<file path="src/logic/frmbc_pkg.sv">
// Purpose: shared constants and types for the flash read-mode and burst block
// Assumes: 22-bit word address, 16-bit multiplexed data, eight banks
// Notes:   configuration word layout and command codes live here only
package frmbc_pkg;

  localparam int ADDR_W   = 22;
  localparam int DATA_W   = 16;
  localparam int NBANK    = 8;
  localparam int BANK_LSB = 19;
  localparam int SECT_LSB = 15;
  localparam int SECT_W   = ADDR_W - SECT_LSB;
  localparam int FIFO_D   = 8;

  // command cycles
  localparam logic [ADDR_W-1:0] UNLOCK1_ADDR = 22'h000555;
  localparam logic [DATA_W-1:0] UNLOCK1_DATA = 16'h00aa;
  localparam logic [ADDR_W-1:0] UNLOCK2_ADDR = 22'h0002aa;
  localparam logic [DATA_W-1:0] UNLOCK2_DATA = 16'h0055;
  localparam logic [ADDR_W-1:0] CMD_ADDR     = 22'h000555;
  localparam logic [DATA_W-1:0] CFG_LOAD_CMD = 16'h00d0;
  localparam logic [DATA_W-1:0] CFG_READ_CMD = 16'h00c6;
  localparam logic [ADDR_W-1:0] CFG_ADDR     = 22'h000000;
  localparam logic [DATA_W-1:0] RESET_CMD    = 16'h00f0;
  localparam logic [DATA_W-1:0] STATUS_WORD  = 16'h0000;

  // burst_configuration layout and reset value
  localparam logic [DATA_W-1:0] CFG_RESET = 16'h2f88;
  localparam int LAT_LSB  = 11;
  localparam int POL_BIT  = 10;
  localparam int TIM_BIT  = 8;
  localparam int WRAP_BIT = 3;
  localparam int LEN_LSB  = 0;
  localparam logic [5:0] LAT_BASE = 6'h02;

  localparam logic [2:0] LAT_MIN  = 3'h0;
  localparam logic [2:0] BL_CONT  = 3'h0;
  localparam logic [2:0] BL_8     = 3'h2;
  localparam logic [2:0] BL_16    = 3'h3;
  localparam logic [2:0] BL_32    = 3'h4;

  typedef enum logic [2:0] {
    CS_IDLE     = 3'b000,
    CS_UNL1     = 3'b001,
    CS_UNL2     = 3'b010,
    CS_CFG_LOAD = 3'b011,
    CS_CFG_READ = 3'b100
  } frmbc_cmd_t;

  typedef enum logic [2:0] {
    BM_READ  = 3'b000,
    BM_ESUSP = 3'b001,
    BM_PSUSP = 3'b010,
    BM_BUSY  = 3'b011,
    BM_ASEL  = 3'b100
  } frmbc_bmode_t;

  typedef struct packed {
    logic              ce_n;
    logic              oe_n;
    logic              we_n;
    logic              avd_n;
    logic              bclk;
    logic [5:0]        addr_hi;
    logic [DATA_W-1:0] adq;
  } frmbc_bus_t;

  typedef struct packed {
    logic              start;
    logic              done;
    logic              erase;
    logic              esusp;
    logic              psusp;
    logic              asel;
    logic [2:0]        bank;
    logic [SECT_W-1:0] sect;
  } frmbc_evt_t;

endpackage

</file>
<file path="src/logic/frmbc_fifo.sv">
// Purpose: word buffer between array fetch and burst output
// Assumes: clr_i empties the buffer in one cycle
// Notes:   full and empty come from pointers with a wrap bit
module frmbc_fifo #(
  parameter int W = 16,
  parameter int D = 8
) (
  input  wire logic         clk_i,       // clock
  input  wire logic         srst_i,      // sync reset
  input  wire logic         clr_i,       // flush
  input  wire logic         in_valid_i,  // write request
  output logic              in_ready_o,  // not full
  input  wire logic [W-1:0] in_data_i,   // write word
  output logic              out_valid_o, // not empty
  input  wire logic         out_ready_i, // read accept
  output logic [W-1:0]      out_data_o   // head word
);
  localparam int AW = $clog2(D);

  logic [W-1:0] mem_r [D];
  logic [AW:0]  wp_r, wp_nxt;
  logic [AW:0]  rp_r, rp_nxt;
  logic         full, empty, push, pop;

  assign full        = (wp_r[AW] != rp_r[AW]) && (wp_r[AW-1:0] == rp_r[AW-1:0]);
  assign empty       = (wp_r == rp_r);
  assign in_ready_o  = !full;
  assign out_valid_o = !empty;
  assign out_data_o  = mem_r[rp_r[AW-1:0]];
  assign push        = in_valid_i && !full;
  assign pop         = out_ready_i && !empty;

  always_comb begin
    wp_nxt = wp_r;
    rp_nxt = rp_r;
    if (clr_i) begin
      wp_nxt = '0;
      rp_nxt = '0;
    end else begin
      if (push) wp_nxt = wp_r + 1'b1;
      if (pop)  rp_nxt = rp_r + 1'b1;
    end
  end

  always_ff @(posedge clk_i) begin
    if (srst_i) begin
      wp_r <= '0;
      rp_r <= '0;
    end else begin
      wp_r <= wp_nxt;
      rp_r <= rp_nxt;
    end
    if (push && !clr_i) mem_r[wp_r[AW-1:0]] <= in_data_i;
  end
endmodule

</file>
<file path="src/logic/frmbc_top.sv">
// Purpose: read-mode tracking, command decode and burst engine of a muxed flash
// Assumes: host pins sampled on ref_clk_i; array answers one cycle after a request
// Notes:   burst clock pin is sampled and its rising edge used as an enable
// Overview of operation
// - power-up leaves banks in read-array mode
// - bank returns to read after embedded op
// - erase suspend enters suspend-read, serves other sectors
// - program suspend serves other sectors of bank
// - no burst before configuration loaded
// - reset restores configuration defaults, asynchronous mode
// - config frozen during program, erase, lock
// - config read sequence returns register at 000h; code returns it at any address read after the sequence
// - wait field sets latency two to nine
// - latency two forces ready with data
// - length field selects continuous or 8/16/32
// - continuous burst increments, wraps at top
// - linear wrap stays inside aligned block
// - wrap bit defaults one, zero disables wrap
// - ready timing bit: with or before data
// - ready polarity bit selects active level
// - ready asserted while burst data valid
// - wrap reads one in continuous mode
// - address on strobe rise, data on write rise
// - bad command cycle aborts to read-array
module frmbc_top
  import frmbc_pkg::*;
(
  input  wire logic                     ref_clk_i,          // 20 MHz clock
  input  wire logic                     srst_i,             // sync reset, high
  input  wire frmbc_bus_t               bus_i,              // host pins
  input  wire frmbc_evt_t               evt_i,              // embedded op events
  input  wire logic [NBANK-1:0]         timeout_flag_bit_i, // per-bank timeout
  input  wire logic [DATA_W-1:0]        arr_data_i,         // array word
  input  wire logic                     arr_vld_i,          // array word valid
  output logic                          arr_req_o,          // array read request
  output logic [ADDR_W-1:0]             arr_addr_o,         // array read address
  output logic [DATA_W-1:0]             adq_o,              // data out
  output logic                          adq_oe_o,           // data drive enable
  output logic                          rdy_o,              // ready pin level
  output logic                          sync_mode_o         // burst mode armed
);

  function automatic logic rd_ok(frmbc_bmode_t m, logic [SECT_W-1:0] s,
                                 logic [ADDR_W-1:0] a);
    logic ok;
    ok = 1'b0;
    unique case (m)
      BM_READ:            ok = 1'b1;
      BM_ESUSP, BM_PSUSP: ok = (a[ADDR_W-1:SECT_LSB] != s);
      default:            ok = 1'b0;
    endcase
    return ok;
  endfunction

  function automatic logic [ADDR_W-1:0] next_addr(logic [ADDR_W-1:0] a,
                                                  logic [2:0] len, logic wrap);
    logic [ADDR_W-1:0] inc;
    logic [ADDR_W-1:0] msk;
    inc = a + 1'b1;
    msk = '0;
    unique case (len)
      BL_8:    msk = 22'h000007;
      BL_16:   msk = 22'h00000f;
      BL_32:   msk = 22'h00001f;
      default: msk = '0;
    endcase
    if (len != BL_CONT && wrap) return (a & ~msk) | (inc & msk);
    return inc;
  endfunction

  // pin edges and latches
  logic              we_q_r, we_q_nxt, avd_q_r, avd_q_nxt, bclk_q_r, bclk_q_nxt;
  logic [ADDR_W-1:0] addr_r, addr_nxt;
  logic              we_rise, avd_rise, bclk_rise;
  logic [ADDR_W-1:0] addr_in;

  assign we_rise   = !we_q_r && bus_i.we_n;
  assign avd_rise  = !avd_q_r && bus_i.avd_n;
  assign bclk_rise = !bclk_q_r && bus_i.bclk;
  assign addr_in   = {bus_i.addr_hi, bus_i.adq};

  always_comb begin
    we_q_nxt   = bus_i.we_n;
    avd_q_nxt  = bus_i.avd_n;
    bclk_q_nxt = bus_i.bclk;
    addr_nxt   = avd_rise ? addr_in : addr_r;
  end

  always_ff @(posedge ref_clk_i) begin
    if (srst_i) begin
      we_q_r   <= 1'b1;
      avd_q_r  <= 1'b1;
      bclk_q_r <= 1'b0;
      addr_r   <= '0;
    end else begin
      we_q_r   <= we_q_nxt;
      avd_q_r  <= avd_q_nxt;
      bclk_q_r <= bclk_q_nxt;
      addr_r   <= addr_nxt;
    end
  end

  // per-bank read mode
  frmbc_bmode_t      mode_w [NBANK];
  logic [SECT_W-1:0] sect_w [NBANK];
  logic [NBANK-1:0]  busy_w;
  logic              any_busy, reset_cmd;

  genvar g;
  generate
    for (g = 0; g < NBANK; g++) begin : g_bank
      frmbc_bmode_t      m_r, m_nxt;
      logic              esp_r, esp_nxt;
      logic [SECT_W-1:0] s_r, s_nxt;
      logic              hit;
      assign hit       = (evt_i.bank == 3'(g));
      assign mode_w[g] = m_r;
      assign sect_w[g] = s_r;
      assign busy_w[g] = (m_r == BM_BUSY);
      always_comb begin
        m_nxt   = m_r;
        esp_nxt = esp_r;
        s_nxt   = s_r;
        if (hit && evt_i.start) begin
          m_nxt = BM_BUSY;
        end else if (hit && evt_i.done) begin
          esp_nxt = esp_r && !evt_i.erase;
          m_nxt   = (esp_r && !evt_i.erase) ? BM_ESUSP : BM_READ;
        end else if (hit && evt_i.esusp) begin
          m_nxt   = BM_ESUSP;
          esp_nxt = 1'b1;
          s_nxt   = evt_i.sect;
        end else if (hit && evt_i.psusp) begin
          m_nxt = BM_PSUSP;
          s_nxt = evt_i.sect;
        end else if (hit && evt_i.asel) begin
          m_nxt = BM_ASEL;
        end else if (reset_cmd && (m_r == BM_ASEL || (m_r == BM_BUSY && timeout_flag_bit_i[g])))
        begin
          m_nxt = esp_r ? BM_ESUSP : BM_READ;
        end
      end
      always_ff @(posedge ref_clk_i) begin
        if (srst_i) begin
          m_r   <= BM_READ;
          esp_r <= 1'b0;
          s_r   <= '0;
        end else begin
          m_r   <= m_nxt;
          esp_r <= esp_nxt;
          s_r   <= s_nxt;
        end
      end
    end
  endgenerate

  assign any_busy = |busy_w;

  // command decode and configuration register
  frmbc_cmd_t        cs_r, cs_nxt;
  logic [DATA_W-1:0] cr_r, cr_nxt;
  logic              loaded_r, loaded_nxt, sync_r, sync_nxt;
  logic [DATA_W-1:0] cr_rd;
  logic [2:0]        len;
  logic              wrap_eff;

  assign len      = cr_r[LEN_LSB +: 3];
  assign wrap_eff = cr_r[WRAP_BIT] || (len == BL_CONT);
  assign cr_rd    = {cr_r[DATA_W-1:WRAP_BIT+1], wrap_eff, cr_r[WRAP_BIT-1:0]};
  assign reset_cmd = we_rise && (cs_r != CS_CFG_LOAD) && (bus_i.adq == RESET_CMD);

  always_comb begin
    cs_nxt     = cs_r;
    cr_nxt     = cr_r;
    loaded_nxt = loaded_r;
    sync_nxt   = sync_r;
    if (reset_cmd) begin
      cs_nxt   = CS_IDLE;
      sync_nxt = loaded_r;
    end else if (we_rise) begin
      cs_nxt = CS_IDLE;
      unique case (cs_r)
        CS_IDLE: if (addr_r == UNLOCK1_ADDR && bus_i.adq == UNLOCK1_DATA) cs_nxt = CS_UNL1;
        CS_UNL1: if (addr_r == UNLOCK2_ADDR && bus_i.adq == UNLOCK2_DATA) cs_nxt = CS_UNL2;
        CS_UNL2: begin
          if (addr_r == CMD_ADDR && bus_i.adq == CFG_LOAD_CMD) cs_nxt = CS_CFG_LOAD;
          if (addr_r == CMD_ADDR && bus_i.adq == CFG_READ_CMD) cs_nxt = CS_CFG_READ;
        end
        CS_CFG_LOAD: begin
          if (addr_r == CFG_ADDR && !any_busy) begin
            cr_nxt     = bus_i.adq;
            loaded_nxt = 1'b1;
          end
        end
        CS_CFG_READ: cs_nxt = CS_IDLE;
        default:     cs_nxt = CS_IDLE;
      endcase
    end
  end

  always_ff @(posedge ref_clk_i) begin
    if (srst_i) begin
      cs_r     <= CS_IDLE;
      cr_r     <= CFG_RESET;
      loaded_r <= 1'b0;
      sync_r   <= 1'b0;
    end else begin
      cs_r     <= cs_nxt;
      cr_r     <= cr_nxt;
      loaded_r <= loaded_nxt;
      sync_r   <= sync_nxt;
    end
  end

  // burst engine and pin outputs
  logic              burst_r, burst_nxt, pend_r, pend_nxt, req_r, req_nxt;
  logic              oe_r, oe_nxt, rdy_r, rdy_nxt, act;
  logic [5:0]        cnt_r, cnt_nxt;
  logic [5:0]        lat_n;
  logic [ADDR_W-1:0] fa_r, fa_nxt, ra_r, ra_nxt;
  logic [DATA_W-1:0] dout_r, dout_nxt;
  logic              tim_eff, clr, f_in_rdy, f_out_vld, pop, bank_ok;
  logic [DATA_W-1:0] f_data;

  assign lat_n   = {3'h0, cr_r[LAT_LSB +: 3]} + LAT_BASE;
  assign tim_eff = cr_r[TIM_BIT] || (cr_r[LAT_LSB +: 3] == LAT_MIN);
  assign bank_ok = rd_ok(mode_w[addr_in[ADDR_W-1:BANK_LSB]],
                         sect_w[addr_in[ADDR_W-1:BANK_LSB]], addr_in);

  always_comb begin
    burst_nxt = burst_r;
    pend_nxt  = pend_r && !arr_vld_i;
    req_nxt   = 1'b0;
    ra_nxt    = ra_r;
    fa_nxt    = fa_r;
    cnt_nxt   = cnt_r;
    dout_nxt  = dout_r;
    clr       = 1'b0;
    pop       = 1'b0;
    act       = rdy_r ^ !cr_r[POL_BIT];
    oe_nxt    = !bus_i.ce_n && !bus_i.oe_n;
    if (arr_vld_i && !burst_r) dout_nxt = arr_data_i;
    if (bus_i.ce_n) burst_nxt = 1'b0;
    if (avd_rise) begin
      burst_nxt = 1'b0;
      clr       = 1'b1;
      if (cs_r == CS_CFG_READ) begin
        dout_nxt = cr_rd;
      end else if (!bank_ok) begin
        dout_nxt = STATUS_WORD;
      end else if (sync_r) begin
        burst_nxt = 1'b1;
        fa_nxt    = addr_in;
        cnt_nxt   = '0;
      end else begin
        req_nxt  = 1'b1;
        ra_nxt   = addr_in;
        pend_nxt = 1'b1;
      end
    end else if (burst_r) begin
      if (!pend_r && f_in_rdy) begin
        req_nxt  = 1'b1;
        ra_nxt   = fa_r;
        fa_nxt   = next_addr(fa_r, len, wrap_eff);
        pend_nxt = 1'b1;
      end
      if (bclk_rise) begin
        cnt_nxt = (cnt_r == 6'h3f) ? cnt_r : cnt_r + 6'h01;
        // no sum here: a saturated count must stay in the data phase
        if (cnt_r >= lat_n - 6'h01) begin
          pop      = f_out_vld;
          act      = f_out_vld;
          if (f_out_vld) dout_nxt = f_data;
        end else begin
          act = !tim_eff && (cnt_r + 6'h02 >= lat_n);
        end
      end
    end
    if (!burst_nxt) act = 1'b1;
    rdy_nxt = cr_r[POL_BIT] ? act : !act;
  end

  always_ff @(posedge ref_clk_i) begin
    if (srst_i) begin
      burst_r <= 1'b0;
      pend_r  <= 1'b0;
      req_r   <= 1'b0;
      ra_r    <= '0;
      fa_r    <= '0;
      cnt_r   <= '0;
      dout_r  <= '0;
      oe_r    <= 1'b0;
      rdy_r   <= 1'b1;
    end else begin
      burst_r <= burst_nxt;
      pend_r  <= pend_nxt;
      req_r   <= req_nxt;
      ra_r    <= ra_nxt;
      fa_r    <= fa_nxt;
      cnt_r   <= cnt_nxt;
      dout_r  <= dout_nxt;
      oe_r    <= oe_nxt;
      rdy_r   <= rdy_nxt;
    end
  end

  frmbc_fifo #(
    .W (DATA_W),
    .D (FIFO_D)
  ) u_fifo (
    .clk_i       (ref_clk_i),
    .srst_i      (srst_i),
    .clr_i       (clr),
    .in_valid_i  (arr_vld_i && burst_r),
    .in_ready_o  (f_in_rdy),
    .in_data_i   (arr_data_i),
    .out_valid_o (f_out_vld),
    .out_ready_i (pop),
    .out_data_o  (f_data)
  );

  assign arr_req_o   = req_r;
  assign arr_addr_o  = ra_r;
  assign adq_o       = dout_r;
  assign adq_oe_o    = oe_r;
  assign rdy_o       = rdy_r;
  assign sync_mode_o = sync_r;
endmodule

</file>
<file path="config.mk">
export PLATFORM = sky130hd
export DESIGN_NAME = frmbc_top
export DESIGN_NICKNAME = d
export VERILOG_FILES = /design/src/logic/frmbc_pkg.sv /design/src/logic/frmbc_fifo.sv /design/src/logic/frmbc_top.sv
export SDC_FILE = /design/constraint.sdc
export NUM_CORES = 1
export LEC_CHECK = 0
export ABC_AREA = 1
export BUFFER_PORTS_ARGS = -buffer_cell sky130_fd_sc_hd__clkbuf_2
export CORE_MARGIN = 4
export CORE_UTILIZATION = 55
export DETAILED_ROUTE_END_ITERATION = 8
export GPL_TIMING_DRIVEN = 0
export PLACE_DENSITY = 0.76
export REMOVE_ABC_BUFFERS = 1
export SLEW_MARGIN = 20
export SYNTH_ARGS = -nofsm -noshare
export SYNTH_HDL_FRONTEND = slang
export SYNTH_SLANG_ARGS = --single-unit
</file>
<file path="constraint.sdc">
create_clock -name ref_clk_i -period 2.9 [get_ports ref_clk_i]
set_input_delay 0.29 -clock ref_clk_i [delete_from_list [all_inputs] [get_ports ref_clk_i]]
set_output_delay 0.29 -clock ref_clk_i [all_outputs]
set_load 0.005 [all_outputs]
</file>
==> flow_summary.json <==
{
  "grt_use_met3": 0.04006,
  "reg2reg_from": "cr_r[12]",
  "cts_made_buffers": 37,
  "gr-max-usage-layer": "met2",
  "clk_pin_slew_ns": 0.06,
  "slew_violations": 0,
  "yosys-top-cells-area": "dfxtp_1 (26%), edfxtp_1 (23%), nand2_1 (9.0%), a21oi_1 (5.9%), nor2_1 (5.6%)",
  "crit_chain": "inv_1 > ha_1 > xnor2_1 > ha_1 > nand2_2 > o311ai_4 > nand3_4 > buf_12 > buf_16 > nor3_1 > o22ai_1 > o21a_1",
  "ys_async_sr_fraction": 0,
  "crit_fanout": 7,
  "synth_cells": 2128,
  "first_pass_iters": 6,
  "dp_hpwl_um": 30480,
  "area_delta_synth_final_pct": 13.89,
  "yosysTopAreaCellShare": 0.2597,
  "num_io_pins": 112,
  "start_util": 0.5602,
  "rr_worst_depth": 12,
  "power.density_mw_per_mm2": 554.4,
  "r2r_end": "adq_o[4]",
  "hold_depth": 1,
  "numPortBuffers": 111,
  "maxCapViolCount": 0,
  "crit_path_frequent_cell": "ha_1",
  "die_x_um": 182.0,
  "remaining_drc_errors": 0,
  "startpoint_type": "register",
  "yosysMostFrequentCell": "nand2_1",
  "row_count": 63,
  "dpl_cell_area_mm2": 0.01754,
  "antenna_found_initial": 0,
  "min_path_type": "in2reg",
  "skew_ns": 0.02330,
  "cts_tree": "built",
  "met1_usage": 0.3281,
  "via_per_inst": 5.863,
  "fmax_ghz": 0.3596,
  "core_area_mm2": 0.02972,
  "htree_levels": 2,
  "grt_pass1_vias": 14516,
  "diodes": 0,
  "hold_viol": 0,
  "wl_per_cell_um": 17.43,
  "place_congestion": 0.9127,
  "drive_gt1_frac": 0.1059,
  "clk_latency_ns": 0.53,
  "routed_wl_um": 45820,
  "fin_nets": 2302,
  "fin_area_mm2": 0.01896,
  "tightest_slew_ns": 0.9791,
  "gr-total-overflow": 0,
  "path_class": "reg2reg",
  "reg2reg_slack_ns": 0.12,
  "run_status": "finished, final reports clean",
  "cpMaxStageDelayCell": "dfxtp_4",
  "vias": 15414,
  "rsz0062_at_grt": "no",
  "clock-sinks": 344,
  "cts.path.max_buffers": 3,
  "grt_max_degree": 90,
  "syn_area_mm2": 0.01665,
  "die_y_um": 182.0,
  "ys_types": 49,
  "setup.worst_path.end": "adq_o[4]",
  "synth_area_per_cell_um2": 7.824,
  "synth-edff-count": 128,
  "leakagePower_uw": 0.008019,
  "ys_dominant_reg_cell": "dfxtp_1",
  "ys_top_cells_by_count": "nand2_1 (399), nor2_1 (249), dfxtp_1 (216)",
  "arrival_ns": 3.20,
  "required_ns": 3.31,
  "power_uw": 10510,
  "ys.warnings.count": 0,
  "drtIter0Drc": 1522,
  "synth_top_area_cell": "dfxtp_1",
  "ys_seq_elements": 344,
  "dieArea_mm2": 0.03312,
  "postRouteAntennaNets": 0,
  "period_needed_ns": 2.781,
  "clock-root-buffer": "clkbuf_16",
  "hold_ws_ns": 0.05657,
  "grt_usage": 0.2614,
  "grt_use_met2": 0.4491,
  "grt_first_pass_wirelength_um": 72040,
  "cp-end-kind": "register",
  "post-route-period-util": 0.9589,
  "finalSetupViolations": 0,
  "ir_worst_vdd_mv": 0.5339,
  "synth-seq-area-share": 0.4906,
  "startpoint": "cr_r[12]",
  "max_stage_delay_ns": 0.40,
  "relSlewSlack": 0.3448
}
## worst max-delay path: cells and delay by family (launching register included)
family                   cells  cell delay [ns]
flip-flops                   1             0.40
adder cells (fa/ha/maj)      2             0.63
AND/OR/NAND/NOR              3             0.40
buffers and inverters        3             0.43
XOR/XNOR                     1             0.14
AO/OA/AOI/OAI                3             0.66
## per-layer routing
metal	wire, µm	share of wire
met1	18460	0.40
met2	22030	0.48
met3	3501	0.076
met4	1825	0.040
met5	0	0
## repair_timing
action,CTS,global route
endpoints found under the hold margin,4,0
gates resized for setup,8,11
endpoints found under the setup margin,126,65
hold buffers,5,0
pin swaps,1,3
buffers inserted,3,4
gates cloned,0,3
## where the power goes
group / switching [µW] / leakage (µW) / total, µW / internal (µW)
combinational: 550 / 0.00455 / 803 / 252
clock: 1900 / 0.000566 / 4550 / 2650
sequential: 58.9 / 0.00291 / 5160 / 5100
## how the worst min path moves through the flow
| stage | startpoint | to | slack, ns |
|---|---|---|---|
| after floorplan | srst_i | arr_req_o | 0.36 |
| after CTS | arr_data_i[15] | u_fifo.mem_r[2][15] | 0.04 |
| final | arr_data_i[15] | u_fifo.mem_r[5][15] | 0.06 |
| after global placement | g_bank[0].s_r[3] | g_bank[0].s_r[3] | 0.44 |
| after detailed placement | g_bank[1].s_r[2] | g_bank[1].s_r[2] | 0.44 |
| after global routing | arr_data_i[9] | u_fifo.mem_r[7][9] | 0.06 |
## layout make-up
cell class	count	area [µm²]
clock buffer	52	1022
inverter	230	875.8
fill	2480	10760
sequential	344	8177
tap	390	488.0
multi-input combinational	1454	7263
timing repair buffer	145	991.0
clock inverter	14	143.9
## flip-flops by register name, summed over array words and instances, names as in the netlist, 4 cells and up, named ones only
register / flops
u_fifo.mem_r: 128
g_bank.s_r: 56
g_bank.m_r: 24
addr_r: 22
arr_addr_o: 22
fa_r: 18
adq_o: 16
cr_r: 16
g_bank.esp_r: 8
cnt_r: 6
u_fifo.rp_r: 4
u_fifo.wp_r: 4
## placed cells by master (no fill, tap or decap), types with 3 or more instances in the layout
cell type	count
nand2_1	397
nor2_1	249
dfxtp_1	213
inv_1	212
a21oi_1	197
o21ai_0	185
edfxtp_1	128
nand3_1	117
clkbuf_2	109
clkbuf_16	39
nor3_1	38
a221oi_1	34
nand4_1	29
o22ai_1	29
nor4_1	26
ha_1	20
o21a_1	18
o21ai_1	17
nor3_2	15
buf_4	13
clkinv_1	12
xor2_1	11
o211ai_1	11
a211oi_1	11
a31oi_1	11
clkbuf_1	11
buf_6	8
inv_2	6
dlygate4sd3_1	5
xnor2_1	4
o31ai_1	4
clkbuf_8	4
clkinv_2	4
inv_4	3
nand3b_1	3
nand2_4	3
buf_16	3
buf_12	3
## cell families (layout without fill, tap and decap cells)
group,Yosys count,in the layout,share of synthesized area
AND/OR/NAND/NOR,889,890,0.2269
flip-flops,344,344,0.4906
adder cells (fa/ha/maj),20,20,0.01503
buffers and inverters,332,441,0.08102
XOR/XNOR,15,15,0.007891
AO/OA/AOI/OAI,527,527,0.1783
other,1,2,0.0002252
## metrics by stage
step | setup TNS (ns) | cells | util | worst slack [ns]
floorplan | -4.737 | 2027 | - | -0.3819
global placement | -547.22 | 2528 | 0.5792 | -2.443
detailed placement | -51.19 | 2548 | 0.5902 | -0.7780
CTS | 0 | 2622 | 0.6333 | 0.02882
global route | 0 | 2629 | 0.6380 | 0.001755
finish | 0 | 2629 | 0.6380 | 0.1193
Note: power is estimated with default switching activity, not from simulation.
